`config.mk`:
```
export PLATFORM = sky130hd
export DESIGN_NAME = ehbp_host_port
export DESIGN_NICKNAME = d
export VERILOG_FILES = /design/src/hdl/ehbp_pkg.sv /design/src/hdl/ehbp_skid_buf.sv /design/src/hdl/ehbp_host_port.sv
export SDC_FILE = /design/constraint.sdc
export NUM_CORES = 1
export LEC_CHECK = 0
export BUFFER_PORTS_ARGS = -buffer_cell sky130_fd_sc_hd__buf_4
export CAP_MARGIN = 30
export CORE_ASPECT_RATIO = 1.1
export CORE_MARGIN = 4
export CORE_UTILIZATION = 60
export CTS_CLUSTER_DIAMETER = 200
export DETAILED_ROUTE_END_ITERATION = 8
export PLACE_DENSITY = 0.9
export SETUP_SLACK_MARGIN = 0.15
export SYNTH_ARGS = -nofsm -noshare
export SYNTH_HDL_FRONTEND = slang
export SYNTH_SLANG_ARGS = --single-unit
export TNS_END_PERCENT = 100
```
`constraint.sdc`:
```
create_clock -name mclk -period 3.3 [get_ports mclk]
set_input_delay 0.495 -clock mclk [delete_from_list [all_inputs] [get_ports mclk]]
set_output_delay 0.495 -clock mclk [all_outputs]
set_load 0.02 [all_outputs]
```
`src/hdl/ehbp_pkg.sv`:
```
// Constants shared by the host bus port of the Ethernet controller.
// Assumes a 40 MHz device clock; host strobes arrive synchronous to it.
package ehbp_pkg;
   // ---------------------------------------------------------------
   // Widths
   // ---------------------------------------------------------------
   localparam int HOST_W  = 16;          // Host data bus
   localparam int WORD_W  = 32;          // Internal data paths
   localparam int ADDR_W  = 7;           // Host word address
   localparam int SRC_W   = 4;           // Interrupt sources
   // ---------------------------------------------------------------
   // Word address map
   // ---------------------------------------------------------------
   localparam logic [6:0] ADDR_CTRL    = 7'h20; // Control bits
   localparam logic [6:0] ADDR_IRQ_EN  = 7'h21; // Source enables
   localparam logic [6:0] ADDR_IRQ_STS = 7'h22; // Sticky, write one to clear
   localparam logic [6:0] ADDR_HOLDOFF = 7'h23; // Deassertion interval
   localparam logic [6:0] ADDR_TX_CMD  = 7'h24; // Frame end command
   localparam logic [6:0] ADDR_STATUS  = 7'h25; // Port state
   localparam logic [6:0] ADDR_MAC_LO  = 7'h28; // First MAC register word
   // ---------------------------------------------------------------
   // Field positions
   // ---------------------------------------------------------------
   localparam int CTRL_BIG_END  = 0;     // Byte-swap data words
   localparam int CTRL_IRQ_POL  = 1;     // 1: active high
   localparam int CTRL_IRQ_PP   = 2;     // 1: push-pull, 0: open-drain
   localparam int CTRL_LOW_PWR  = 3;     // Enter reduced power
   localparam int SRC_RX_AVAIL  = 0;
   localparam int SRC_TX_OVF    = 1;
   localparam int SRC_RX_UNDER  = 2;
   localparam int SRC_MAC       = 3;
   // ---------------------------------------------------------------
   // Reset values
   // ---------------------------------------------------------------
   localparam logic [15:0] CTRL_RST    = 16'h0000;
   localparam logic [3:0]  IRQ_EN_RST  = 4'h0;
   localparam logic [7:0]  HOLDOFF_RST = 8'h00;
   // ---------------------------------------------------------------
   // Sizes and timing
   // ---------------------------------------------------------------
   localparam int MAC_TX_BYTES   = 2048;  // Store-and-forward buffer
   localparam int MAC_RX_BYTES   = 128;   // Behind the receive FIFO
   localparam int CLK_MHZ        = 40;
   localparam int HOLDOFF_UNIT_NS = 10000; // One holdoff step
   localparam int HOLDOFF_UNIT_CYC = (HOLDOFF_UNIT_NS * CLK_MHZ) / 1000;
   localparam logic [12:0] TX_BYTES_PER_WORD = 13'h0004;
endpackage : ehbp_pkg

```
`src/hdl/ehbp_skid_buf.sv`:
```
// Two-entry buffer with valid and ready on both sides.
// Assumes one clock; a stalled drain side never loses a word.
`timescale 1ns/1ps
`default_nettype none
module ehbp_skid_buf #(
   parameter int W = 32
) (
   input  wire logic         mclk,
   input  wire logic         arst_n,
   input  wire logic [W-1:0] inData,
   input  wire logic         inValid,
   output logic              inReady,
   output logic [W-1:0]      outData,
   output logic              outValid,
   input  wire logic         outReady
);
   logic [W-1:0] slot0_r;
   logic [W-1:0] slot1_r;
   logic [1:0]   count_r;
   logic         doPush;
   logic         doPop;

   // ---------------------------------------------------------------
   // Handshakes
   // ---------------------------------------------------------------
   assign inReady  = (count_r != 2'd2);
   assign outValid = (count_r != 2'd0);
   assign outData  = slot0_r;
   assign doPush   = inValid & inReady;
   assign doPop    = outValid & outReady;

   // Slot 0 is always the head, so the output stays a flop
   always_ff @(posedge mclk or negedge arst_n) begin
      if (!arst_n) begin
         slot0_r <= '0;
         slot1_r <= '0;
         count_r <= 2'd0;
      end else begin
         if (doPop) begin
            slot0_r <= (count_r == 2'd2) ? slot1_r : inData;
         end else if (doPush && count_r == 2'd0) begin
            slot0_r <= inData;
         end
         if (doPush && ((count_r == 2'd1 && !doPop) || (count_r == 2'd2))) begin
            slot1_r <= inData;
         end
         count_r <= count_r + {1'b0, doPush} - {1'b0, doPop};
      end
   end
endmodule : ehbp_skid_buf
`default_nettype wire

```
`src/hdl/ehbp_host_port.sv`:
```
// Host bus port: SRAM-like 16-bit slave in front of 32-bit data paths.
// Assumes strobes are synchronous to mclk and each lasts two cycles or more.
// Behaviour
// - Data moves as 16-bit transfers on a shared bus, host writes and reads.
// - Internal paths are 32 bits; two host halves form one word.
// - A 7-bit word address selects own registers, MAC registers or FIFOs.
// - Strobes count only while chip select is low.
// - A chip-selected write strobe ends reduced power.
// - With FIFO select high all accesses go to data FIFOs, upper address ignored.
// - Acts like asynchronous SRAM, no wait or ready handshake to the host.
// - Byte order is configurable for big- and little-endian hosts.
// - One interrupt output combines the enabled sources.
// - Interrupt polarity, sources and push-pull or open-drain are programmable.
// - After deassertion the interrupt is held off for a programmed interval.
// - A separate wake event output rises on a detected wakeup.
// - MAC transmit buffer holds 2K bytes; transmission starts after whole frame.
// - Receive data passes a 128-byte MAC buffer, host reads only the FIFO.
// - The host has no path into MAC-internal buffers.
// - Separate transmit and receive paths carry data and status.
// - MAC registers sit on a third internal bus reachable from the host.
// - PHY registers are reached through MAC registers and management bus.
`timescale 1ns/1ps
`default_nettype none
module ehbp_host_port (
   input  wire logic        mclk,
   input  wire logic        arst_n,
   // Host pins
   input  wire logic [6:0]  hostAddr,
   input  wire logic [15:0] hostDataIn,
   output logic [15:0]      hostDataOut,
   output logic             hostDataOe,
   input  wire logic        read_strobe_n,
   input  wire logic        write_strobe_n,
   input  wire logic        chip_select_n,
   input  wire logic        fifoSel,
   output logic             irqOut,
   output logic             irqOe,
   output logic             wake_event_output,
   // Receive FIFO side
   input  wire logic [31:0] rxWord,
   input  wire logic        rxValid,
   output logic             rxReady,
   // Transmit FIFO side toward the MAC interface layer
   output logic [31:0]      txWord,
   output logic             txValid,
   input  wire logic        txReady,
   output logic             txStart,
   // MAC register bus
   output logic [6:0]       macAddr,
   output logic [31:0]      macWdata,
   output logic             macWrite,
   output logic             macRead,
   input  wire logic [31:0] macRdata,
   input  wire logic        macIrq,
   input  wire logic        wakeDetect,
   output logic             lowPower
);
   // ---------------------------------------------------------------
   // State
   // ---------------------------------------------------------------
   logic        rdPrev_r;
   logic        wrActive_r;
   logic [6:0]  wrAddr_r;
   logic [15:0] wrData_r;
   logic        wrFifo_r;
   logic [15:0] ctrl_r;
   logic [3:0]  irqEn_r;
   logic [3:0]  irqSts_r;
   logic [7:0]  holdoff_r;
   logic        txHalf_r;
   logic [15:0] txLow_r;
   logic        rxHalf_r;
   logic [31:0] macHold_r;
   logic [31:0] macWlo_r;
   logic        macRdPend_r;
   logic        macRdHigh_r;
   logic [12:0] txBytes_r;
   logic        eofPend_r;
   logic [15:0] hostDataOut_r;
   logic        hostDataOe_r;
   logic        irqOut_r;
   logic        irqOe_r;
   logic        irqAct_r;
   logic [11:0] unitCnt_r;
   logic [7:0]  holdCnt_r;
   logic        wake_r;
   logic [6:0]  macAddr_r;
   logic [31:0] macWdata_r;
   logic        macWrite_r;
   logic        macRead_r;
   logic        txStart_r;

   // ---------------------------------------------------------------
   // Strobe qualification and decode
   // ---------------------------------------------------------------
   logic rdLevel;
   logic wrLevel;
   logic rdStart;
   logic wrEnd;
   logic rdData;
   logic rdMac;
   logic wrMac;
   logic wrOwn;
   // Strobes only count with chip select low
   assign rdLevel = ~chip_select_n & ~read_strobe_n;
   assign wrLevel = ~chip_select_n & ~write_strobe_n;
   assign rdStart = rdLevel & ~rdPrev_r;
   // Write data taken at strobe release, like SRAM; no ready back to the host
   assign wrEnd   = wrActive_r & ~wrLevel;
   assign rdData  = fifoSel | (hostAddr[6:5] == 2'b00);
   assign rdMac   = ~rdData & (hostAddr >= ehbp_pkg::ADDR_MAC_LO);
   assign wrMac   = ~wrFifo_r & (wrAddr_r >= ehbp_pkg::ADDR_MAC_LO);
   assign wrOwn   = ~wrFifo_r & ~wrMac;

   // ---------------------------------------------------------------
   // Data buffers on both paths
   // ---------------------------------------------------------------
   logic [31:0] rxHead;
   logic        rxHeadValid;
   logic        rxPop;
   logic [31:0] txIn;
   logic        txPush;
   logic        txInReady;
   logic [31:0] rxSwap;
   logic [31:0] txSwap;
   logic        bigEnd;

   assign bigEnd = ctrl_r[ehbp_pkg::CTRL_BIG_END];
   // Byte reversal serves big-endian hosts on both directions
   assign rxSwap = bigEnd ? {rxHead[7:0], rxHead[15:8], rxHead[23:16], rxHead[31:24]} : rxHead;
   assign txIn   = {wrData_r, txLow_r};
   assign txSwap = bigEnd ? {txIn[7:0], txIn[15:8], txIn[23:16], txIn[31:24]} : txIn;
   // Pop as the second half read starts, push after the second half write ends
   assign rxPop  = rdStart & rdData & rxHalf_r & rxHeadValid;
   assign txPush = wrEnd & wrFifo_r & txHalf_r;

   // Receive and transmit are separate paths
   ehbp_skid_buf #(.W(ehbp_pkg::WORD_W)) rxBuf (
      .mclk     (mclk),
      .arst_n   (arst_n),
      .inData   (rxWord),
      .inValid  (rxValid),
      .inReady  (rxReady),
      .outData  (rxHead),
      .outValid (rxHeadValid),
      .outReady (rxPop)
   );

   ehbp_skid_buf #(.W(ehbp_pkg::WORD_W)) txBuf (
      .mclk     (mclk),
      .arst_n   (arst_n),
      .inData   (txSwap),
      .inValid  (txPush),
      .inReady  (txInReady),
      .outData  (txWord),
      .outValid (txValid),
      .outReady (txReady)
   );

   // ---------------------------------------------------------------
   // Read mux; MAC buffers are absent from it on purpose
   // ---------------------------------------------------------------
   logic [15:0] ownRd;
   logic [15:0] statusWord;
   logic [15:0] rdMux;
   assign statusWord = {10'h000, eofPend_r, lowPower, txHalf_r, rxHalf_r, txInReady, rxHeadValid};
   assign ownRd = (hostAddr == ehbp_pkg::ADDR_CTRL)    ? ctrl_r :
                  (hostAddr == ehbp_pkg::ADDR_IRQ_EN)  ? {12'h000, irqEn_r} :
                  (hostAddr == ehbp_pkg::ADDR_IRQ_STS) ? {12'h000, irqSts_r} :
                  (hostAddr == ehbp_pkg::ADDR_HOLDOFF) ? {8'h00, holdoff_r} :
                  (hostAddr == ehbp_pkg::ADDR_STATUS)  ? statusWord : 16'h0000;
   // No path into the MAC-internal buffers exists here
   assign rdMux = rdData ? (rxHeadValid ? (rxHalf_r ? rxSwap[31:16] : rxSwap[15:0]) : 16'h0000)
                : rdMac ? (hostAddr[0] ? macHold_r[31:16] : 16'h0000) : ownRd;

   // ---------------------------------------------------------------
   // Host cycle tracking
   // ---------------------------------------------------------------
   always_ff @(posedge mclk or negedge arst_n) begin
      if (!arst_n) begin
         rdPrev_r   <= 1'b0;
         wrActive_r <= 1'b0;
         wrAddr_r   <= 7'h00;
         wrData_r   <= 16'h0000;
         wrFifo_r   <= 1'b0;
      end else begin
         rdPrev_r   <= rdLevel;
         wrActive_r <= wrLevel;
         if (wrLevel) begin
            wrAddr_r <= hostAddr;
            wrData_r <= hostDataIn;
            wrFifo_r <= fifoSel | (hostAddr[6:5] == 2'b00);
         end
      end
   end

   // Host-facing bus drive, one cycle behind the strobe
   always_ff @(posedge mclk or negedge arst_n) begin
      if (!arst_n) begin
         hostDataOut_r <= 16'h0000;
         hostDataOe_r  <= 1'b0;
      end else begin
         hostDataOe_r <= rdLevel;
         if (rdStart) begin
            hostDataOut_r <= rdMux;
         end else if (macRdPend_r) begin
            // Held copy: the register bus data is only valid with its strobe
            hostDataOut_r <= macRdHigh_r ? macHold_r[31:16] : macHold_r[15:0];
         end
      end
   end

   // ---------------------------------------------------------------
   // Half pairing for FIFO words
   // ---------------------------------------------------------------
   always_ff @(posedge mclk or negedge arst_n) begin
      if (!arst_n) begin
         rxHalf_r <= 1'b0;
         txHalf_r <= 1'b0;
         txLow_r  <= 16'h0000;
      end else begin
         if (rdStart && rdData && rxHeadValid) begin
            rxHalf_r <= ~rxHalf_r;
         end
         if (wrEnd && wrFifo_r) begin
            txHalf_r <= ~txHalf_r;
            if (!txHalf_r) begin
               txLow_r <= wrData_r;
            end
         end
      end
   end

   // ---------------------------------------------------------------
   // Own registers and power state
   // ---------------------------------------------------------------
   logic [3:0] srcEvt;
   logic [3:0] stsClr;
   assign srcEvt = {macIrq, rdStart & rdData & ~rxHeadValid, txPush & ~txInReady, rxHeadValid};
   assign stsClr = (wrEnd && wrOwn && wrAddr_r == ehbp_pkg::ADDR_IRQ_STS) ? wrData_r[3:0] : 4'h0;

   always_ff @(posedge mclk or negedge arst_n) begin
      if (!arst_n) begin
         ctrl_r    <= ehbp_pkg::CTRL_RST;
         irqEn_r   <= ehbp_pkg::IRQ_EN_RST;
         holdoff_r <= ehbp_pkg::HOLDOFF_RST;
         irqSts_r  <= 4'h0;
      end else begin
         if (wrEnd && wrOwn && wrAddr_r == ehbp_pkg::ADDR_CTRL) begin
            ctrl_r <= wrData_r;
         end else if (wrLevel) begin
            ctrl_r[ehbp_pkg::CTRL_LOW_PWR] <= 1'b0;
         end
         if (wrEnd && wrOwn && wrAddr_r == ehbp_pkg::ADDR_IRQ_EN) begin
            irqEn_r <= wrData_r[3:0];
         end
         if (wrEnd && wrOwn && wrAddr_r == ehbp_pkg::ADDR_HOLDOFF) begin
            holdoff_r <= wrData_r[7:0];
         end
         // New event beats a clear in the same cycle
         irqSts_r <= (irqSts_r & ~stsClr) | srcEvt;
      end
   end

   // Wake flag rises only while in reduced power
   always_ff @(posedge mclk or negedge arst_n) begin
      if (!arst_n) begin
         wake_r <= 1'b0;
      end else begin
         wake_r <= lowPower & (wake_r | wakeDetect);
      end
   end

   // ---------------------------------------------------------------
   // Interrupt with holdoff
   // ---------------------------------------------------------------
   logic irqWant;
   logic unitTick;
   logic irqGo;
   assign irqWant  = |(irqSts_r & irqEn_r);
   assign unitTick = (unitCnt_r == 12'(ehbp_pkg::HOLDOFF_UNIT_CYC - 1));
   assign irqGo    = irqWant & (holdCnt_r == 8'h00);

   // Holdoff counts in unit ticks so the count stays narrow
   always_ff @(posedge mclk or negedge arst_n) begin
      if (!arst_n) begin
         unitCnt_r <= 12'h000;
         holdCnt_r <= 8'h00;
         irqAct_r  <= 1'b0;
      end else begin
         unitCnt_r <= unitTick ? 12'h000 : unitCnt_r + 12'h001;
         irqAct_r  <= irqGo | (irqAct_r & irqWant);
         if (irqAct_r && !irqWant) begin
            holdCnt_r <= holdoff_r;
         end else if (unitTick && holdCnt_r != 8'h00) begin
            holdCnt_r <= holdCnt_r - 8'h01;
         end
      end
   end

   // Open-drain only pulls low, so sharing never fights
   always_ff @(posedge mclk or negedge arst_n) begin
      if (!arst_n) begin
         irqOut_r <= 1'b0;
         irqOe_r  <= 1'b0;
      end else begin
         if (ctrl_r[ehbp_pkg::CTRL_IRQ_PP]) begin
            irqOut_r <= irqAct_r ~^ ctrl_r[ehbp_pkg::CTRL_IRQ_POL];
            irqOe_r  <= 1'b1;
         end else begin
            irqOut_r <= 1'b0;
            irqOe_r  <= irqAct_r;
         end
      end
   end

   // ---------------------------------------------------------------
   // MAC register bus, 32-bit words from half pairs
   // ---------------------------------------------------------------
   always_ff @(posedge mclk or negedge arst_n) begin
      if (!arst_n) begin
         macAddr_r   <= 7'h00;
         macWdata_r  <= 32'h00000000;
         macWrite_r  <= 1'b0;
         macRead_r   <= 1'b0;
         macRdPend_r <= 1'b0;
         macRdHigh_r <= 1'b0;
         macHold_r   <= 32'h00000000;
         macWlo_r    <= 32'h00000000;
      end else begin
         macWrite_r  <= 1'b0;
         macRead_r   <= 1'b0;
         macRdPend_r <= macRead_r;
         if (wrEnd && wrMac && !wrAddr_r[0]) begin
            macWlo_r <= {16'h0000, wrData_r};
         end else if (wrEnd && wrMac) begin
            macAddr_r  <= {wrAddr_r[6:1], 1'b0};
            macWdata_r <= {wrData_r, macWlo_r[15:0]};
            macWrite_r <= 1'b1;
         end else if (rdStart && rdMac && !hostAddr[0]) begin
            macAddr_r   <= hostAddr;
            macRead_r   <= 1'b1;
            macRdHigh_r <= 1'b0;
         end
         if (macRead_r) begin
            macHold_r <= macRdata;
         end
      end
   end

   // ---------------------------------------------------------------
   // Store-and-forward frame release toward the MAC
   // ---------------------------------------------------------------
   logic txMove;
   assign txMove = txValid & txReady;
   always_ff @(posedge mclk or negedge arst_n) begin
      if (!arst_n) begin
         txBytes_r <= 13'h0000;
         eofPend_r <= 1'b0;
         txStart_r <= 1'b0;
      end else begin
         txStart_r <= eofPend_r & ~txValid & ~txStart_r & (txBytes_r != 13'h0000);
         if (txStart_r) begin
            txBytes_r <= 13'h0000;
            eofPend_r <= 1'b0;
         end else if (txMove && txBytes_r < 13'(ehbp_pkg::MAC_TX_BYTES)) begin
            txBytes_r <= txBytes_r + ehbp_pkg::TX_BYTES_PER_WORD;
         end
         // A frame end in the clearing cycle still counts
         if (wrEnd && wrOwn && wrAddr_r == ehbp_pkg::ADDR_TX_CMD) begin
            eofPend_r <= 1'b1;
         end
      end
   end

   // ---------------------------------------------------------------
   // Outputs
   // ---------------------------------------------------------------
   assign hostDataOut       = hostDataOut_r;
   assign hostDataOe        = hostDataOe_r;
   assign irqOut            = irqOut_r;
   assign irqOe             = irqOe_r;
   assign wake_event_output = wake_r;
   assign macAddr           = macAddr_r;
   assign macWdata          = macWdata_r;
   assign macWrite          = macWrite_r;
   assign macRead           = macRead_r;
   assign txStart           = txStart_r;
   assign lowPower          = ctrl_r[ehbp_pkg::CTRL_LOW_PWR];
endmodule : ehbp_host_port
`default_nettype wire

```
==> Implementation_results.wiki <==
{| class="wikitable"
! Metric !! Value
|-
| Outcome || complete, but fails checks
|-
| Violated checks || hold timing
|-
| Quantity of hold-fixing buffers added after cts || 0
|-
| Share of the synthesized netlist area taken by xor and xnor gates || 1.003%
|-
| # rows || 61
|-
| Worst hold-check slack || -0.002345 ns
|-
| Largest fanout of any net on the critical path || 8
|-
| Core region area || 25570 um^2
|-
| Maximum buffer depth of the clock tree || 3
|-
| Proportion of synthesized area in mux cells || 20.94%
|-
| Clock tree from TritonCTS || done
|-
| R2r worst-path depth || 4
|-
| Reg-to-reg endpoint || holdoff_r[0]
|-
| Cell chosen for the clock root || clkbuf_16
|-
| P_leak || 8.668 nW
|-
| Endpoint required time on the critical path || 3.70 ns
|-
| Final net count || about 1600
|-
| Actual transition at the worst max-transition pin || a little over 0.9 ns
|-
| Wire length of the first global-routing pass || 64.70 mm
|-
| Total area of multi-input combinational cells || 6457 um^2
|-
| Slew HR || between 30% and 40%
|-
| Crit. End Element || register
|-
| RR Startpoint || wrAddr_r[3]
|-
| Type of origin of the critical path || register
|-
| Vias in the first global route || 11770
|-
| Adder-Cell Fraction of Synth Area || 0.7167%
|-
| Post-route non-filler standard cell count || 1845
|-
| Clock sink count || about 350
|-
| Number of flops mapped to enable cells by yosys || 0
|-
| Final Core Density || 73.65%
|-
| Routability congestion estimate from global placement || about 0.90
|-
| Setup repair after global routing missed its margin || no
|-
| Total count of max-transition violations in the final report || 0
|-
| Hold Crit Class || in2async
|-
| Final design area excluding fillers || ~19000 um^2
|-
| Period Utilization, post-route || 75.23%
|-
| Highest attainable clock frequency || 402.8 MHz
|-
| Number of library cell types mapped by synthesis || 68
|-
| Critical path start-end classification || reg2reg
|-
| Pin count of the biggest net entering global routing || 97
|-
| Number of buffers inserted during clock tree synthesis || 37
|-
| Worst setup skew after layout || 0.01830 ns
|-
| Worst endpoint data arrival time || about 2.9 ns
|-
| Clock-pin slew on the worst setup and hold paths || around 0.06 ns
|-
| Area after DPL || roughly 18000 um^2
|-
| Share of layout cells above drive strength 1 || 35.22%
|-
| Detailed-routing iteration count for the pre-antenna-repair pass || 5
|-
| Sequential cell area in the final layout || around 8800 um^2
|-
| Number of maximum-capacitance constraint violations || 0
|-
| Largest family of logic cells by synthesized area || multiplexers
|-
| Share of synthesized registers carrying an async set or reset || 100.0%
|-
| Die X || about 160 um
|-
| Port buffer count || around 190
|-
| Share of the synthesized area in compound gates (AO/OA/AOI/OAI) || 9.373%
|-
| Area share of and/or/nand/nor cells after synthesis || 8.935%
|-
| Sequential fraction of the synthesis area || 55.91%
|-
| Post-Synthesis Cell Area || between 15000 and 20000 um^2
|-
| Number of cells upsized or downsized after cts || 0
|-
| Count of boundary I/O pins || 194
|-
| Wire length reported by the detailed router || 40.36 mm
|-
| Synthesis warning total || 0
|-
| Placed Instances || 1778
|-
| Minimum clock period after layout || around 2.5 ns
|-
| HPWL after detailed placement || 27.35 mm
|-
| Die area || between 20000 and 30000 um^2
|-
| Number of nets still failing antenna checks after routing || 0
|-
| Count of H-tree levels built during CTS || 2
|-
| DR vias || 11420
|-
| Source-to-sink clock delay at the later pin of the worst-skew pair || roughly 0.53 ns
|-
| Overall track demand over capacity in global routing || 28.43%
|-
| Worst IR Drop VDD || 0.6431 mV
|-
| Fillers || 1573
|-
| Average wire length per cell after detail routing || about 22 um
|-
| Power density normalized to cell area || 856.4 nW/um^2
|-
| Number of nets produced by synthesis || 1395
|-
| Number of antenna violations at the first check in global routing || 0
|-
| Count of routing violations after the opening detailed-route iteration || roughly 980
|-
| Setup Total Neg Slack || 0 ns
|-
| Global route total overflow || 0
|-
| Starting density of the core || 61.45%
|-
| Post-CTS setup buffer count || 0
|-
| Die extent in y || 177.7 um
|-
| Number of remaining DRC errors || 0
|-
| Growth of design area from synthesis to finish || 19.85%
|-
| Via count normalized by instance count || about 6.2
|-
| Final setup fails || 0
|-
| Per-instance average area after synthesis || 12.19 um^2
|-
| Number of antenna repair diodes || 0
|-
| Final Hold Viols || 1
|-
| Instance count of the mapped netlist || ~1300
|-
| Top FF cell, synth || dfrtp_1
|-
| Worst-case register-to-register setup slack || 0.82 ns
|-
| Number of flip-flops and latches in the synthesized netlist || 351
|}
through the flow:
step | setup slack (ns) | hold slack, ns | power [mW]
finish | 0.8175 | -0.002345 | 16.13
global route | 0.7203 | 0.05808 | 16.94
global placement | 0.9345 | 0.4618 | 11.55
detailed placement | 0.8281 | 0.4708 | 11.87
CTS | 0.8255 | 0.03659 | 16.17
floorplan | 1.083 | 0.1994 | 9.765
cell type report:
type	count	area share (%)
timing repair buffer	222	9.276
inverter	48	0.9568
clock buffer	50	5.615
clock inverter	16	0.9103
multi-input combinational	812	34.29
sequential	351	46.65
tap	346	2.299
critical path, stage by stage (launching register included):
cell and delay [ns]:
dfrtp_1 0.40, or4b_2 0.71, nor4_2 0.40, and3_1 0.46
mux2_2 0.39
report_power, final:
part | total [mW] | leakage (nW) | switching [mW] | internal (mW)
logic | 4.85 | 3.61 | 2.48 | 2.37
clock network | 4.20 | 0.610 | 1.70 | 2.50
registers | 7.08 | 4.45 | 1.26 | 5.81
worst max-delay path by stage:
stage / from / endpoint / slack (ns) / cells past startpoint
2_1_floorplan: unitCnt_r[9] / holdCnt_r[1] / 1.08 / 5
3_3_place_gp: chip_select_n / macWlo_r[10] / 0.93 / 6
3_5_place_dp: hostAddr[6] / rxBuf.outData[10] / 0.83 / 5
4_1_cts: wrAddr_r[3] / holdoff_r[0] / 0.83 / 4
5_1_grt: wrAddr_r[3] / holdoff_r[0] / 0.72 / 4
6_report: wrAddr_r[3] / holdoff_r[0] / 0.82 / 4
cells in the final DEF, fill, tap and decap left out, types with 11 or more instances in the layout:
| cell type | count |
|---|---|
| buf_4 | 214 |
| or4_1 | 11 |
| and2_1 | 27 |
| a22oi_1 | 35 |
| nor2_1 | 59 |
| mux4_2 | 16 |
| nand2_1 | 93 |
| mux2_2 | 206 |
| nand3_1 | 17 |
| dfrtp_1 | 350 |
| a21oi_1 | 16 |
| mux2i_1 | 61 |
| o21ai_0 | 86 |
| inv_1 | 48 |
| clkbuf_16 | 39 |
| o31ai_1 | 28 |
| o221ai_1 | 12 |
flip-flops by register name, indices dropped and copies added (netlist names), 11 cells and up:
name and count:
txBuf.outData 32, ctrl_r 16, rxBuf.slot1_r 32, txBuf.slot1_r 32
macHold_r 32, unitCnt_r 12, macWdata 32, txBytes_r 11
rxBuf.outData 32, wrData_r 16, hostDataOut 16, macWlo_r 16
txLow_r 16
cell families after synthesis:
logic type                 Yosys count
DFF                                351
muxes                              283
and+or+nand+nor                    278
AOI/OAI and AO/OA                  224
buffers and inverters              126
xor gates and xnor gates            18
adders and majority gates            9
cells in the mapped netlist, types with 8 or more instances:
| master | count | area share, % |
|---|---|---|
| dfrtp_1 | 351 | 56 |
| mux2_2 | 206 | 15 |
| nand2_1 | 93 | 2.2 |
| o21ai_0 | 86 | 2.7 |
| mux2i_1 | 61 | 3.9 |
| nor2_1 | 60 | 1.4 |
| clkbuf_1 | 59 | 1.4 |
| inv_1 | 48 | 1.1 |
| a22oi_1 | 35 | 1.7 |
| o31ai_1 | 28 | 1.3 |
| and2_1 | 27 | 1.1 |
| nand3_1 | 17 | 0.54 |
| a21oi_1 | 16 | 0.51 |
| mux4_2 | 16 | 2.3 |
| o221ai_1 | 12 | 0.67 |
| or4_1 | 11 | 0.53 |
| buf_1 | 10 | 0.24 |
| xnor2_1 | 10 | 0.56 |
| ha_1 | 9 | 0.72 |
| nor3_1 | 9 | 0.29 |
| or3_1 | 9 | 0.36 |
| a31oi_1 | 8 | 0.32 |
| buf_2 | 8 | 0.25 |
| or2_2 | 8 | 0.32 |
| xor2_1 | 8 | 0.45 |
routing by layer:
layer / wire (um) / vias up / track usage (%)
met5: 0 / - / 0
met4: 1499 / 0 / 10.65
met3: 3289 / 104 / 5.761
met2: 19890 / 571 / 47.31
met1: 15680 / 5742 / 37.29
li1: - / 4999 / -
Note: power is estimated with default switching activity, not from simulation.
